## config.mk

```make
export PLATFORM = sky130hd
export DESIGN_NAME = ccc_channel
export DESIGN_NICKNAME = d
export VERILOG_FILES = /design/src/inc/ccc_pkg.sv /design/src/rtl/ccc_channel.sv
export VERILOG_INCLUDE_DIRS = /design/src /design/src/inc
export SDC_FILE = /design/constraint.sdc
export NUM_CORES = 1
export LEC_CHECK = 0
export ABC_AREA = 0
export BUFFER_PORTS_ARGS = -buffer_cell sky130_fd_sc_hd__clkbuf_2
export CAP_MARGIN = 15
export CORE_ASPECT_RATIO = 0.8
export CORE_MARGIN = 4
export CORE_UTILIZATION = 45
export CTS_CLUSTER_DIAMETER = 200
export DETAILED_ROUTE_END_ITERATION = 6
export GPL_TIMING_DRIVEN = 0
export PLACE_DENSITY = 0.66
export SYNTH_ARGS = -nofsm -noshare
export SYNTH_HDL_FRONTEND = slang
export SYNTH_SLANG_ARGS = --single-unit
```

## constraint.sdc

```tcl
create_clock -name clk_sys -period 2.6 [get_ports clk_sys]
set_clock_uncertainty 0.05 [all_clocks]
set_input_delay 0.13 -clock clk_sys [delete_from_list [all_inputs] [get_ports clk_sys]]
set_output_delay 0.13 -clock clk_sys [all_outputs]
set_load 0.03 [all_outputs]
```

## src/inc/ccc_params.svh

```systemverilog
/*
  Constants for the correlator channel control block: register offsets,
  field positions, reset values and timing counts.
  Assumes a 20 MHz system clock and a 32-bit Avalon-MM register port.
*/
`ifndef CCC_PARAMS_SVH
`define CCC_PARAMS_SVH

// ----------------------------------------------------------------------
// register byte offsets
// ----------------------------------------------------------------------
`define CCC_OFS_RUN_CONTROL      7'h00
`define CCC_OFS_CARRIER_UPPER    7'h04
`define CCC_OFS_CARRIER_LOWER    7'h08
`define CCC_OFS_CHIP_UPPER       7'h0c
`define CCC_OFS_CHIP_LOWER       7'h10
`define CCC_OFS_CONFIG           7'h14
`define CCC_OFS_PHASE_DELAY      7'h18
`define CCC_OFS_CODE_PERIOD      7'h1c
`define CCC_OFS_BIT_PERIOD       7'h20
`define CCC_OFS_I_OFFSET         7'h24
`define CCC_OFS_Q_OFFSET         7'h28
`define CCC_OFS_I_ONTIME         7'h2c
`define CCC_OFS_Q_ONTIME         7'h30
`define CCC_OFS_CORR_STATUS_A    7'h34
`define CCC_OFS_CORR_STATUS_B    7'h38
`define CCC_OFS_CORR_CLEAR       7'h3c
`define CCC_OFS_CARRIER_CYCLE    7'h40
`define CCC_OFS_SNAP_EPOCH       7'h44
`define CCC_OFS_SNAP_STATUS_A    7'h48
`define CCC_OFS_SNAP_STATUS_B    7'h4c
`define CCC_OFS_SNAP_CLEAR       7'h50

// ----------------------------------------------------------------------
// channel_config fields
// ----------------------------------------------------------------------
`define CCC_CFG_CODE_LSB         0
`define CCC_CFG_CODE_MSB         5
`define CCC_CFG_LATE_BIT         6
`define CCC_CFG_DITHER_BIT       7
`define CCC_CFG_DEFER_BIT        8

// ----------------------------------------------------------------------
// reset values and counter wraps
// ----------------------------------------------------------------------
`define CCC_RST_CODE             6'h11
`define CCC_CODE_PERIOD_LAST     5'h13
`define CCC_BIT_PERIOD_LAST      6'h31

// ----------------------------------------------------------------------
// timing
// ----------------------------------------------------------------------
`define CCC_CLK_PERIOD_NS        50
`define CCC_CARRIER_SETTLE_NS    175
`define CCC_CARRIER_SETTLE_CYC   (`CCC_CARRIER_SETTLE_NS / `CCC_CLK_PERIOD_NS)

`endif

```

## src/inc/ccc_pkg.sv

```systemverilog
/*
  Types of the correlator channel control block.
  Assumes ccc_params.svh for all numeric constants.
*/
package ccc_pkg;

  // phase delay sequencer: idle, or code clock held off
  typedef enum logic [0:0] {
    ccc_slew_idle = 1'b0,
    ccc_slew_run  = 1'b1
  } ccc_slew_type;

endpackage : ccc_pkg

```

## src/rtl/ccc_channel.sv

```systemverilog
/*
  Control and sequencing for one correlator tracking channel: hold and
  release, oscillator step loading, code selection, phase delay, dump
  gating, result and snapshot protection, epoch counters, preset mode.
  Assumes an Avalon-MM master on clk_sys and a datapath that supplies
  dump, snapshot and half-chip strobes plus the arm and carrier values.
*/
// Operation
// - hold low resets code generator, writes accepted
// - released channels start on one clock
// - carrier step commits on lower word write
// - chip rate step commits on lower word
// - config selects code, offset arm early/late
// - preloaded delay applied at first dump
// - accumulator held reset while delaying
// - dump sets fresh flag; results consecutive
// - results protected until ontime quadrature read
// - lost result sets sticky overrun flag
// - delay counts half-chips, read releases protection
// - delay only retards the code
// - immediate mode loads code period counter
// - offset arm switching follows epoch counter
// - tick latches snapshot, sets fresh flag
// - carrier cycle read releases snapshot protection
// - status b reports missed, delayed snapshot
// - preset mode defers config until tick
// - preset defers delay and epoch writes
// - bit period write arms preset load
// - preset load returns to immediate mode
// - reset gives immediate mode, early, held
`timescale 1ns/100ps
`default_nettype none
`include "ccc_params.svh"

module ccc_channel import ccc_pkg::*; (
  input  wire logic        clk_sys,
  input  wire logic        resetn,
  input  wire logic [6:0]  address,
  input  wire logic        read,
  input  wire logic        write,
  input  wire logic [31:0] writedata,
  input  wire logic [3:0]  byteenable,
  output logic      [31:0] readdata,
  output logic             waitrequest,
  input  wire logic        dump_strobe,
  input  wire logic        snapshot_strobe,
  input  wire logic        half_chip_tick,
  input  wire logic [15:0] inphase_offset_in,
  input  wire logic [15:0] quadrature_offset_in,
  input  wire logic [15:0] inphase_ontime_in,
  input  wire logic [15:0] quadrature_ontime_in,
  input  wire logic [15:0] carrier_cycle_in,
  output logic      [31:0] carrier_step,
  output logic      [31:0] chip_rate_step,
  output logic      [5:0]  code_select,
  output logic             offset_arm_late,
  output logic             code_gen_reset,
  output logic             code_clock_inhibit,
  output logic             accum_reset
);

  localparam int SETTLE_CYC = `CCC_CARRIER_SETTLE_CYC;

  // ----------------------------------------------------------------------
  // state
  // ----------------------------------------------------------------------
  logic        channel_hold_n;
  logic [15:0] carrier_upper_shadow;
  logic [15:0] chip_upper_shadow;
  logic [5:0]  cfg_code;
  logic        cfg_late;
  logic        cfg_dither;
  logic        deferred_load_select;
  logic [5:0]  pend_code;
  logic        pend_late;
  logic        pend_dither;
  logic [10:0] delay_value;
  logic        delay_pending;
  logic [10:0] pre_delay;
  logic [4:0]  pre_code_period;
  logic [5:0]  pre_bit_period;
  logic        preset_armed;
  logic [4:0]  code_period_counter;
  logic [5:0]  bit_period_counter;
  ccc_slew_type slew_state;
  ccc_slew_type next_slew_state;
  logic [10:0] slew_count;
  logic [10:0] next_slew_count;
  logic [15:0] inphase_offset_arm;
  logic [15:0] quadrature_offset_arm;
  logic [15:0] inphase_ontime_arm;
  logic [15:0] quadrature_ontime_arm;
  logic        fresh_correlation_flag;
  logic        correlation_overrun_flag;
  logic [15:0] carrier_cycle_count;
  logic [4:0]  snap_code_period;
  logic [5:0]  snap_bit_period;
  logic        fresh_snapshot_flag;
  logic        snapshot_missed;
  logic        snapshot_slewed;
  logic        slew_seen;
  logic [31:0] next_readdata;
  logic [31:0] chk_carrier_word;

  // ----------------------------------------------------------------------
  // bus slave
  // ----------------------------------------------------------------------
  logic wr_go;
  logic rd_go;
  logic wr_full;
  logic running;
  logic dump_run;
  logic preset_fire;
  logic q_read;
  logic cc_read;

  // one wait state: request seen, answered at the following edge
  assign wr_go   = write && !waitrequest;
  assign rd_go   = read && !waitrequest;
  // writes without both low byte lanes enabled are ignored; every field fits the low half-word
  assign wr_full = wr_go && (byteenable[1:0] == 2'b11);
  assign running = channel_hold_n;
  assign dump_run = dump_strobe && running;
  assign preset_fire = snapshot_strobe && deferred_load_select && preset_armed;
  assign q_read  = rd_go && (address == `CCC_OFS_Q_ONTIME);
  assign cc_read = rd_go && (address == `CCC_OFS_CARRIER_CYCLE);

  always_ff @(posedge clk_sys) begin
    if (!resetn) begin
      waitrequest <= 1'b1;
    end else if ((read || write) && waitrequest) begin
      waitrequest <= 1'b0;
    end else begin
      waitrequest <= 1'b1;
    end
  end

  always_comb begin
    next_readdata = 32'h0;
    if (address == `CCC_OFS_RUN_CONTROL) begin
      next_readdata[0] = channel_hold_n;
    end else if (address == `CCC_OFS_CARRIER_UPPER) begin
      next_readdata[15:0] = carrier_upper_shadow;
    end else if (address == `CCC_OFS_CARRIER_LOWER) begin
      next_readdata[15:0] = carrier_step[15:0];
    end else if (address == `CCC_OFS_CHIP_UPPER) begin
      next_readdata[15:0] = chip_upper_shadow;
    end else if (address == `CCC_OFS_CHIP_LOWER) begin
      next_readdata[15:0] = chip_rate_step[15:0];
    end else if (address == `CCC_OFS_CONFIG) begin
      next_readdata[8:0] = {deferred_load_select, cfg_dither, cfg_late, cfg_code};
    end else if (address == `CCC_OFS_PHASE_DELAY) begin
      next_readdata[10:0] = delay_value;
    end else if (address == `CCC_OFS_CODE_PERIOD) begin
      next_readdata[4:0] = code_period_counter;
    end else if (address == `CCC_OFS_BIT_PERIOD) begin
      next_readdata[5:0] = bit_period_counter;
    end else if (address == `CCC_OFS_I_OFFSET) begin
      next_readdata[15:0] = inphase_offset_arm;
    end else if (address == `CCC_OFS_Q_OFFSET) begin
      next_readdata[15:0] = quadrature_offset_arm;
    end else if (address == `CCC_OFS_I_ONTIME) begin
      next_readdata[15:0] = inphase_ontime_arm;
    end else if (address == `CCC_OFS_Q_ONTIME) begin
      next_readdata[15:0] = quadrature_ontime_arm;
    end else if (address == `CCC_OFS_CORR_STATUS_A) begin
      next_readdata[0] = fresh_correlation_flag;
    end else if (address == `CCC_OFS_CORR_STATUS_B) begin
      next_readdata[0] = correlation_overrun_flag;
    end else if (address == `CCC_OFS_CARRIER_CYCLE) begin
      next_readdata[15:0] = carrier_cycle_count;
    end else if (address == `CCC_OFS_SNAP_EPOCH) begin
      next_readdata[10:0] = {snap_bit_period, snap_code_period};
    end else if (address == `CCC_OFS_SNAP_STATUS_A) begin
      next_readdata[0] = fresh_snapshot_flag;
    end else if (address == `CCC_OFS_SNAP_STATUS_B) begin
      next_readdata[1:0] = {snapshot_slewed, snapshot_missed};
    end
  end

  always_ff @(posedge clk_sys) begin
    if (!resetn) begin
      readdata <= 32'h0;
    end else if (read && waitrequest) begin
      readdata <= next_readdata;
    end
  end

  // ----------------------------------------------------------------------
  // hold, oscillator steps
  // ----------------------------------------------------------------------
  always_ff @(posedge clk_sys) begin
    if (!resetn) begin
      channel_hold_n <= 1'b0;
      code_gen_reset <= 1'b1;
    end else begin
      if (wr_full && address == `CCC_OFS_RUN_CONTROL) begin
        channel_hold_n <= writedata[0];
      end
      code_gen_reset <= !channel_hold_n;
    end
  end

  always_ff @(posedge clk_sys) begin
    if (!resetn) begin
      carrier_upper_shadow <= 16'h0;
      chip_upper_shadow    <= 16'h0;
      carrier_step         <= 32'h0;
      chip_rate_step       <= 32'h0;
    end else if (wr_full) begin
      // upper words only stage; the lower write commits the pair
      if (address == `CCC_OFS_CARRIER_UPPER) begin
        carrier_upper_shadow <= writedata[15:0];
      end else if (address == `CCC_OFS_CARRIER_LOWER) begin
        carrier_step     <= {carrier_upper_shadow, writedata[15:0]};
      end else if (address == `CCC_OFS_CHIP_UPPER) begin
        chip_upper_shadow <= writedata[15:0];
      end else if (address == `CCC_OFS_CHIP_LOWER) begin
        chip_rate_step <= {chip_upper_shadow, writedata[15:0]};
      end
    end
  end

  // ----------------------------------------------------------------------
  // configuration and preset mode
  // ----------------------------------------------------------------------
  always_ff @(posedge clk_sys) begin
    if (!resetn) begin
      cfg_code <= `CCC_RST_CODE;
      cfg_late <= 1'b0;
      cfg_dither <= 1'b0;
      deferred_load_select <= 1'b0;
      pend_code <= `CCC_RST_CODE;
      pend_late <= 1'b0;
      pend_dither <= 1'b0;
      preset_armed <= 1'b0;
    end else begin
      if (snapshot_strobe && deferred_load_select) begin
        cfg_code   <= pend_code;
        cfg_late   <= pend_late;
        cfg_dither <= pend_dither;
      end
      if (preset_fire) begin
        deferred_load_select <= 1'b0;
        preset_armed <= 1'b0;
      end
      if (wr_full && address == `CCC_OFS_CONFIG) begin
        deferred_load_select <= writedata[`CCC_CFG_DEFER_BIT];
        pend_code   <= writedata[`CCC_CFG_CODE_MSB:`CCC_CFG_CODE_LSB];
        pend_late   <= writedata[`CCC_CFG_LATE_BIT];
        pend_dither <= writedata[`CCC_CFG_DITHER_BIT];
        if (!writedata[`CCC_CFG_DEFER_BIT]) begin
          cfg_code   <= writedata[`CCC_CFG_CODE_MSB:`CCC_CFG_CODE_LSB];
          cfg_late   <= writedata[`CCC_CFG_LATE_BIT];
          cfg_dither <= writedata[`CCC_CFG_DITHER_BIT];
        end
      end
      if (wr_full && address == `CCC_OFS_BIT_PERIOD && deferred_load_select) begin
        preset_armed <= 1'b1;
      end
    end
  end

  always_ff @(posedge clk_sys) begin
    if (!resetn) begin
      code_select     <= `CCC_RST_CODE;
      offset_arm_late <= 1'b0;
    end else begin
      code_select <= cfg_code;
      // dithered offset arm alternates with the millisecond epoch
      offset_arm_late <= cfg_dither ? code_period_counter[0] : cfg_late;
    end
  end

  // ----------------------------------------------------------------------
  // phase delay and epoch counters
  // ----------------------------------------------------------------------
  always_ff @(posedge clk_sys) begin
    if (!resetn) begin
      delay_value <= 11'h0;
      delay_pending <= 1'b0;
      pre_delay <= 11'h0;
    end else if (wr_full && address == `CCC_OFS_PHASE_DELAY) begin
      if (deferred_load_select) begin
        pre_delay <= writedata[10:0];
      end else begin
        delay_value <= writedata[10:0];
        delay_pending <= 1'b1;
      end
    end else if (dump_run && slew_state == ccc_slew_idle) begin
      delay_pending <= 1'b0;
    end
  end

  // the code is only ever held back; there is no advance path
  always_comb begin
    next_slew_state = slew_state;
    next_slew_count = slew_count;
    case (slew_state)
      ccc_slew_idle: begin
        if (preset_fire) begin
          next_slew_state = ccc_slew_run;
          next_slew_count = pre_delay;
        end else if (dump_run && delay_pending) begin
          next_slew_state = ccc_slew_run;
          next_slew_count = delay_value;
        end
      end
      ccc_slew_run: begin
        if (slew_count == 11'h0) begin
          next_slew_state = ccc_slew_idle;
        end else if (half_chip_tick) begin
          next_slew_count = slew_count - 11'h1;
        end
      end
      default: next_slew_state = ccc_slew_idle;
    endcase
    if (!running) begin
      next_slew_state = ccc_slew_idle;
    end
  end

  always_ff @(posedge clk_sys) begin
    if (!resetn) begin
      slew_state <= ccc_slew_idle;
      slew_count <= 11'h0;
      code_clock_inhibit <= 1'b0;
      accum_reset <= 1'b1;
    end else begin
      slew_state <= next_slew_state;
      slew_count <= next_slew_count;
      code_clock_inhibit <= (next_slew_state == ccc_slew_run);
      accum_reset <= (next_slew_state == ccc_slew_run) || !running;
    end
  end

  always_ff @(posedge clk_sys) begin
    if (!resetn) begin
      code_period_counter <= 5'h0;
      bit_period_counter <= 6'h0;
      pre_code_period <= 5'h0;
      pre_bit_period <= 6'h0;
    end else begin
      if (dump_run) begin
        if (code_period_counter == `CCC_CODE_PERIOD_LAST) begin
          code_period_counter <= 5'h0;
          bit_period_counter <= (bit_period_counter == `CCC_BIT_PERIOD_LAST) ?
                                6'h0 : bit_period_counter + 6'h1;
        end else begin
          code_period_counter <= code_period_counter + 5'h1;
        end
      end
      if (preset_fire) begin
        code_period_counter <= pre_code_period;
        bit_period_counter <= pre_bit_period;
      end
      if (wr_full && address == `CCC_OFS_CODE_PERIOD) begin
        if (deferred_load_select) begin
          pre_code_period <= writedata[4:0];
        end else begin
          code_period_counter <= writedata[4:0];
        end
      end
      if (wr_full && address == `CCC_OFS_BIT_PERIOD) begin
        if (deferred_load_select) begin
          pre_bit_period <= writedata[5:0];
        end else begin
          bit_period_counter <= writedata[5:0];
        end
      end
    end
  end

  // ----------------------------------------------------------------------
  // correlation results
  // ----------------------------------------------------------------------
  always_ff @(posedge clk_sys) begin
    if (!resetn) begin
      inphase_offset_arm <= 16'h0;
      quadrature_offset_arm <= 16'h0;
      inphase_ontime_arm <= 16'h0;
      quadrature_ontime_arm <= 16'h0;
      fresh_correlation_flag <= 1'b0;
      correlation_overrun_flag <= 1'b0;
    end else begin
      if (dump_run && (!fresh_correlation_flag || q_read)) begin
        inphase_offset_arm <= inphase_offset_in;
        quadrature_offset_arm <= quadrature_offset_in;
        inphase_ontime_arm <= inphase_ontime_in;
        quadrature_ontime_arm <= quadrature_ontime_in;
      end
      // a dump in the releasing read's cycle wins over the clear
      if (dump_run) begin
        fresh_correlation_flag <= 1'b1;
      end else if (q_read) begin
        fresh_correlation_flag <= 1'b0;
      end
      if (dump_run && fresh_correlation_flag && !q_read) begin
        correlation_overrun_flag <= 1'b1;
      end else if (!running || (wr_full && address == `CCC_OFS_CORR_CLEAR)) begin
        correlation_overrun_flag <= 1'b0;
      end
    end
  end

  // ----------------------------------------------------------------------
  // measurement snapshots
  // ----------------------------------------------------------------------
  logic snap_clear;
  assign snap_clear = cc_read || (wr_full && address == `CCC_OFS_SNAP_CLEAR);

  always_ff @(posedge clk_sys) begin
    if (!resetn) begin
      carrier_cycle_count <= 16'h0;
      snap_code_period <= 5'h0;
      snap_bit_period <= 6'h0;
      fresh_snapshot_flag <= 1'b0;
      snapshot_missed <= 1'b0;
      snapshot_slewed <= 1'b0;
      slew_seen <= 1'b0;
    end else begin
      if (snapshot_strobe && (!fresh_snapshot_flag || snap_clear)) begin
        carrier_cycle_count <= carrier_cycle_in;
        snap_code_period <= code_period_counter;
        snap_bit_period <= bit_period_counter;
        snapshot_slewed <= slew_seen || code_clock_inhibit;
      end
      if (snapshot_strobe) begin
        fresh_snapshot_flag <= 1'b1;
      end else if (snap_clear) begin
        fresh_snapshot_flag <= 1'b0;
      end
      if (snapshot_strobe && fresh_snapshot_flag && !snap_clear) begin
        snapshot_missed <= 1'b1;
      end else if (wr_full && address == `CCC_OFS_SNAP_CLEAR) begin
        snapshot_missed <= 1'b0;
      end
      // code period writes in immediate mode also disturb the tick period
      if (snapshot_strobe) begin
        slew_seen <= 1'b0;
      end else if (code_clock_inhibit || (wr_full && !deferred_load_select &&
                   address == `CCC_OFS_CODE_PERIOD)) begin
        slew_seen <= 1'b1;
      end
    end
  end

  // expected carrier word, decoded from the raw bus apart from the commit path
  always_ff @(posedge clk_sys) begin
    if (!resetn) begin
      chk_carrier_word <= 32'h0;
    end else if (write && !waitrequest && (byteenable[1:0] == 2'b11) &&
                 (address == `CCC_OFS_CARRIER_LOWER)) begin
      chk_carrier_word <= {carrier_upper_shadow, writedata[15:0]};
    end
  end
endmodule : ccc_channel
`default_nettype wire

```

# --- Yosys cells after proc, flatten, opt, wreduce, memory -nomap -nowiden ---
# Cells that the tools add are included.
classes:
  eq_ne: 27
  reduce_logical: 63
  bitwise: 6
  n_addsub: 3
  mux: 92
op_table:
  columns: ["op", "n"]
  rows:
  - ["16-bit 2-to-1 mux", 17]
  - ["6-bit 2-to-1 mux", 18]
  - ["11-bit 2-to-1 mux", 7]
  - ["7-bit by 6-bit equality test with 1-bit output, second input constant", 8]
  - ["15-bit 2-to-1 mux", 3]
  - ["5-bit 2-to-1 mux", 8]
  - ["7-bit equality test, second input constant", 5]
  - ["1-bit 2-to-1 mux", 31]
  - ["7-bit by 5-bit equality test with 1-bit output, second input constant", 4]
  - ["1-bit logical AND", 28]
  - ["11-bit one-hot mux with 2 select lines", 1]
  - ["9-bit 2-to-1 mux", 2]
  - ["7-bit by 4-bit equality test with 1-bit output, second input constant", 2]
  - ["2-bit nonzero test", 7]
  - ["2-bit AND reduction", 6]
  - ["11-bit logical NOT", 1]
  - ["11-bit by 1-bit subtractor with 11-bit output, second input constant", 1]
  - ["10-bit 2-to-1 mux", 1]
  - ["1-bit logical OR", 8]
  - ["7-bit by 3-bit equality test with 1-bit output, second input constant", 1]
  - ["1-bit logical NOT", 7]
  - ["7-bit logical NOT", 1]
  - ["7-bit 2-to-1 mux", 1]
  - ["6-bit by 1-bit adder with 6-bit output, second input constant", 1]
  - ["13 further kinds", 22]
word_totals:
  input_bits: 130
  reg_bits: 295

# --- Logic depth before layout (Yosys ltp) ---
depth:
  word_depth: 37
  ltp_mapped: 9
  depth_no_buf: 8

# --- Least setup slack after synthesis ---
# OpenSTA, ideal clock, no wires.
synth_timing:
  path_kind: "register -> register"
  from: "reg waitrequest"
  to: "reg cfg_code[0]"
  setup_slack_ps: 402
  setup_ps: 130
  stages_incl_launch_ff: 9
  required_ps: 2420
  arrival_time_ps: 2018
  period_less_slack_ps: 2198
  path_cell_list: "dfxtp_1 > and4b_1 > clkbuf_1 > nand3_1 > or2_1 > clkbuf_1 > buf_2 > o21ai_0 > nand2_1"
synth_between:
  elab_chain_len: 5
synth_rtl:
  columns: ["item", "line_no", "source"]
  rows:
  - ["start: declaration", "ccc_channel.sv:44", "output logic waitrequest,"]
  - ["start signal: assignment", "ccc_channel.sv:130", "waitrequest <= 1'b1;"]
  - ["start signal: assignment", "ccc_channel.sv:132", "waitrequest <= 1'b0;"]
  - ["start signal: assignment", "ccc_channel.sv:134", "waitrequest <= 1'b1;"]
  - ["1-bit logical NOT", null, null]
  - ["1-bit logical AND (2 in a row)", null, null]
  - ["1-bit logical AND (no source line)", null, null]
  - ["6-bit 2-to-1 mux", "ccc_channel.sv:247", "if (wr_full && address == `CCC_OFS_CONFIG) begin"]
  - ["end signal: assignment", "ccc_channel.sv:229", "cfg_code <= `CCC_RST_CODE;"]
  - ["end signal: assignment", "ccc_channel.sv:239", "cfg_code <= pend_code;"]
  - ["end signal: assignment", "ccc_channel.sv:253", "cfg_code <= writedata[`CCC_CFG_CODE_MSB:`CCC_CFG_CODE_LSB];"]
  - ["end: declaration", "ccc_channel.sv:70", "logic [5:0] cfg_code;"]
# No other way between the ends.
# A chain may end at the register's enable or synchronous reset.

# --- Worst setup path in the final report ---
layout_timing:
  from: "in address[6]"
  to: "reg readdata[7]"
layout_between:
  elab_chain_len: 27
layout_rtl:
  columns: ["item", "line_no", "source"]
  rows:
  - ["start: declaration", "ccc_channel.sv:38", "input wire logic [6:0] address,"]
  - ["7-bit equality test (no source line)", null, null]
  - ["9-bit 2-to-1 mux", "ccc_channel.sv:172", "end else if (address == `CCC_OFS_SNAP_EPOCH) begin"]
  - ["11-bit 2-to-1 mux", "ccc_channel.sv:170", "end else if (address == `CCC_OFS_CARRIER_CYCLE) begin"]
  - ["15-bit 2-to-1 mux", "ccc_channel.sv:168", "end else if (address == `CCC_OFS_CORR_STATUS_B) begin"]
  - ["15-bit 2-to-1 mux", "ccc_channel.sv:166", "end else if (address == `CCC_OFS_CORR_STATUS_A) begin"]
  - ["16-bit 2-to-1 mux", "ccc_channel.sv:164", "end else if (address == `CCC_OFS_Q_ONTIME) begin"]
  - ["16-bit 2-to-1 mux", "ccc_channel.sv:162", "end else if (address == `CCC_OFS_I_ONTIME) begin"]
  - ["16-bit 2-to-1 mux", "ccc_channel.sv:160", "end else if (address == `CCC_OFS_Q_OFFSET) begin"]
  - ["[... 11 more ...]", null, null]
  - ["11-bit 2-to-1 mux", "ccc_channel.sv:154", "end else if (address == `CCC_OFS_CODE_PERIOD) begin"]
  - ["11-bit 2-to-1 mux", "ccc_channel.sv:152", "end else if (address == `CCC_OFS_PHASE_DELAY) begin"]
  - ["9-bit 2-to-1 mux", "ccc_channel.sv:150", "end else if (address == `CCC_OFS_CONFIG) begin"]
  - ["16-bit 2-to-1 mux", "ccc_channel.sv:148", "end else if (address == `CCC_OFS_CHIP_LOWER) begin"]
  - ["16-bit 2-to-1 mux", "ccc_channel.sv:146", "end else if (address == `CCC_OFS_CHIP_UPPER) begin"]
  - ["16-bit 2-to-1 mux", "ccc_channel.sv:144", "end else if (address == `CCC_OFS_CARRIER_LOWER) begin"]
  - ["16-bit 2-to-1 mux", "ccc_channel.sv:142", "end else if (address == `CCC_OFS_CARRIER_UPPER) begin"]
  - ["15-bit 2-to-1 mux *", "ccc_channel.sv:140", "if (address == `CCC_OFS_RUN_CONTROL) begin"]
  - ["end signal: assignment", "ccc_channel.sv:185", "readdata <= next_readdata;"]
  - ["end: declaration", "ccc_channel.sv:43", "output logic [31:0] readdata,"]
# Every way passes the cells marked *; elsewhere a longest branch is shown, timed or not. The select of a mux whose other input is x is not followed.

==> impl_metrics.tcl <==
set metrics [dict create \
    tightest_slew_ns 1.215 \
    avgSynthCellArea_um2 7.816 \
    required_ns 3.02 \
    ys_types 75 \
    fp.dieH_um 163.4 \
    cp-start-kind "primary input" \
    dr.first_iter.drc_count 1418 \
    drive_gt1_share_pct 15.67 \
    first_pass_iters 6 \
    cp-end-kind "flop" \
    ys_ff_latch 295 \
    path_clk_slew_ns 0.07 \
    hp-class "primary input to flop" \
    peakVddDrop_mv 0.4319 \
    min_from "half_chip_tick" \
    synth_xor_area_share_pct 0.2580 \
    area_delta_synth_final_pct 27.36 \
    dp_slack_ns -0.6362 \
    yosys-top-cells-area "dfxtp_1, nand2_1, a21oi_1, mux2i_1, a21boi_0" \
    min_path_cells 5 \
    fillers 2712 \
    async_flop_share_pct 0 \
    power_density_nw_per_um2 599.6 \
    status "complete, but fails checks" \
    final-setup-viol-count 1 \
    switching_share_pct 24.38 \
    wl_per_cell_um 22.46 \
    die_area_um2 33030 \
    synthMuxAreaShare_pct 4.875 \
    fp-row-count 56 \
    rrSetupSlack_ns 0.12 \
    seqPwrFrac_pct 44.0 \
    yosys.area.top_type "dfxtp_1" \
    dp_hpwl_um 40480 \
    grt_pass1_wl_um 83500 \
    drtAntennaViolNets 0 \
    p_switching_mw 2.528 \
    place.gp.congestion 1.012 \
    ys_seq_area_share_pct 43.50 \
    worstPathArrival_ns 3.03 \
    synth_top_family_by_area "simple AND/OR/NAND/NOR gates" \
    synth-edff-count 0 \
    drc 0 \
    start_util_pct 46.03 \
    clockPowerShare_pct 48.2 \
    violations "setup timing" \
    cts_buffers 30 \
    cts_num_sinks 295 \
    max_freq_ghz 0.3833 \
    num_vias 14450 \
    pwr-share-comb_pct 7.9 \
    r2r_cells 7 \
    via_per_inst 5.765 \
    netlist_top_cells_count "nand2_1, dfxtp_1, a21oi_1" \
    tritoncts "done" \
    grtUsageTotal_pct 32.58 \
    yosysMostFrequentCell "nand2_1" \
    synth_compound_area_share_pct 21.68 \
    synth_top_area_share_pct 43.50 \
    routed_wl_um 56300 \
    postSynthCellCount 1737 \
    clockBufferDepth 3 \
    p_int_mw 7.841 \
    slew_headroom_pct 18.79 \
    synth-adder-area-share_pct 0.3686 \
    finalCritPeriodShare_pct 100.4 \
    highest_layer "met4" \
    route.met3.wl_um 5680 \
    power.leakage_nw 6.551 \
    antenna_found_initial 1 \
    grt_max_degree 16 \
    yosys_warnings 0 \
    synthSimpleGateAreaFrac_pct 23.78 \
    setup_ws_ns -0.009197 \
    crit_type "primary input to flop" \
    cts-root-buf "clkbuf_16" \
    drv_cap 0 \
    period_needed_ns 2.609 \
    wl_met1_um 23930 \
    rr_startpoint "code_period_counter[0]" \
    nets 2210 \
    min_to "slew_count[0]" \
    portBuffers 193 \
    r2r-end "bit_period_counter[5]" \
    maxSlewViolCount 0 \
    synthFlopType "dfxtp_1" \
    grt-ovfl-total 0 \
    clk_latency_ns 0.57 \
    core_area_um2 29500 \
    synth_area_um2 13580 \
    cp_max_fo 10 \
    ios 237 \
    die_x_um 202.2 \
    fin_setup_tns_ns -0.009197 \
    route.met2.wl_um 25150 \
    htreeDepth 1 \
    grt_pass1_vias 13830 \
    grt_setup_unrepaired "no" \
    final_hold_viol_count 0 \
]
==> power by group through the flow <==
stage	registers [mW]	logic (mW)	clock network, mW
6_report	4.56	0.814	5.00
5_1_grt	4.56	0.850	5.18
2_1_floorplan	4.66	0.347	0
3_5_place_dp	4.66	0.658	0
3_3_place_gp	4.66	0.655	0
4_1_cts	4.56	0.775	4.99
==> timing repair <==
item | CTS | global route
setup buffers | 3 | 0
endpoints found under the hold margin | 133 | 0
hold buffers | 97 | 0
resized for setup | 6 | 12
pin swaps | 0 | 0
endpoints found under the setup margin | 66 | 73
==> worst max-delay path, cell delays in order <==
cell	delay, ns
clkbuf_2	0.10
clkbuf_1	0.35
clkbuf_1	0.48
clkbuf_1	0.49
nor3b_1	0.23
a2111oi_0	0.82
o31ai_1	0.18
a32o_1	0.24
==> cell usage in the layout, fill, tap and decap left out, types with 6 or more instances in the layout <==
cell type      instances
nand2_1              476
dfxtp_1              295
a21oi_1              206
clkbuf_2             196
clkbuf_1             101
dlygate4sd3_1         97
nor2_1                63
mux2i_1               56
a21boi_0              55
nand3_1               51
o21ai_0               50
nor2b_1               40
clkbuf_16             30
buf_2                 27
a22oi_1               25
buf_4                 20
nor3_1                17
o22ai_1               17
conb_1                16
a211oi_1              15
and2_1                13
nand2b_1              12
inv_1                 11
or3_1                 11
mux2_2                 9
a21boi_1               9
a2111oi_0              8
bufinv_16              8
a31oi_1                7
o32ai_1                7
clkinv_2               7
o211ai_1               6
==> routing by layer <==
metal / vias to the layer above / global-route usage [%]
met5: - / 0
met4: 0 / 7.896
met3: 120 / 6.332
met2: 793 / 51.74
met1: 6877 / 46.12
li1: 6662 / -
==> kinds of logic (layout without fill, tap and decap cells) <==
kind of cell | after synthesis | in the layout
simple gates | 731 | 731
other cells | 1 | 17
fa+ha+maj | 4 | 4
flops | 295 | 295
mux | 65 | 65
compound gates | 469 | 469
xor+xnor | 4 | 4
buf+inv | 168 | 516
==> stage by stage <==
step	cell area [um^2]	util (%)	instances	power, mW	hold slack, ns
after global placement	15110	51.21	2351	5.314	0.3060
after detailed placement	15110	51.23	2352	5.318	0.3096
final	17290	58.62	2507	10.37	0.02254
after global routing	17290	58.61	2506	10.59	0.06377
after floorplan	13630	-	1752	5.010	0.1959
after CTS	17270	58.53	2507	10.33	0.01812
==> final cells by class <==
class                           count  area [um^2]  area share (%)
Timing Repair Buffer              294         1964           11.36
Sequential cell                   295         5906           34.15
Inverter                           12        45.04          0.2605
Tap cell                          406        508.0           2.938
Clock buffer                       33        792.0           4.580
Multi-Input combinational cell   1289         7025           40.63
Clock inverter                     23        347.8           2.012
Buffer                            154        700.7           4.052
Antenna cell                        1        2.502         0.01447
==> worst max path at each step <==
stage / start / end / cells after the start
6_report: address[6] / readdata[7] / 8
5_1_grt: address[2] / cfg_code[4] / 8
4_1_cts: channel_hold_n / bit_period_counter[5] / 7
3_5_place_dp: address[3] / readdata[6] / 9
3_3_place_gp: address[3] / readdata[6] / 9
2_1_floorplan: waitrequest / cfg_code[0] / 8
==> flip-flops by register name, indices dropped and copies added (netlist names), 11 cells and up <==
signal and cells:
slew_count 11, carrier_cycle_count 16, inphase_offset_arm 16, carrier_upper_shadow 16, quadrature_offset_arm 16, carrier_step 32
readdata 16, pre_delay 11, chip_upper_shadow 16, inphase_ontime_arm 16, quadrature_ontime_arm 16, chip_rate_step 32
delay_value 11
(Power assumes the default switching activity.)
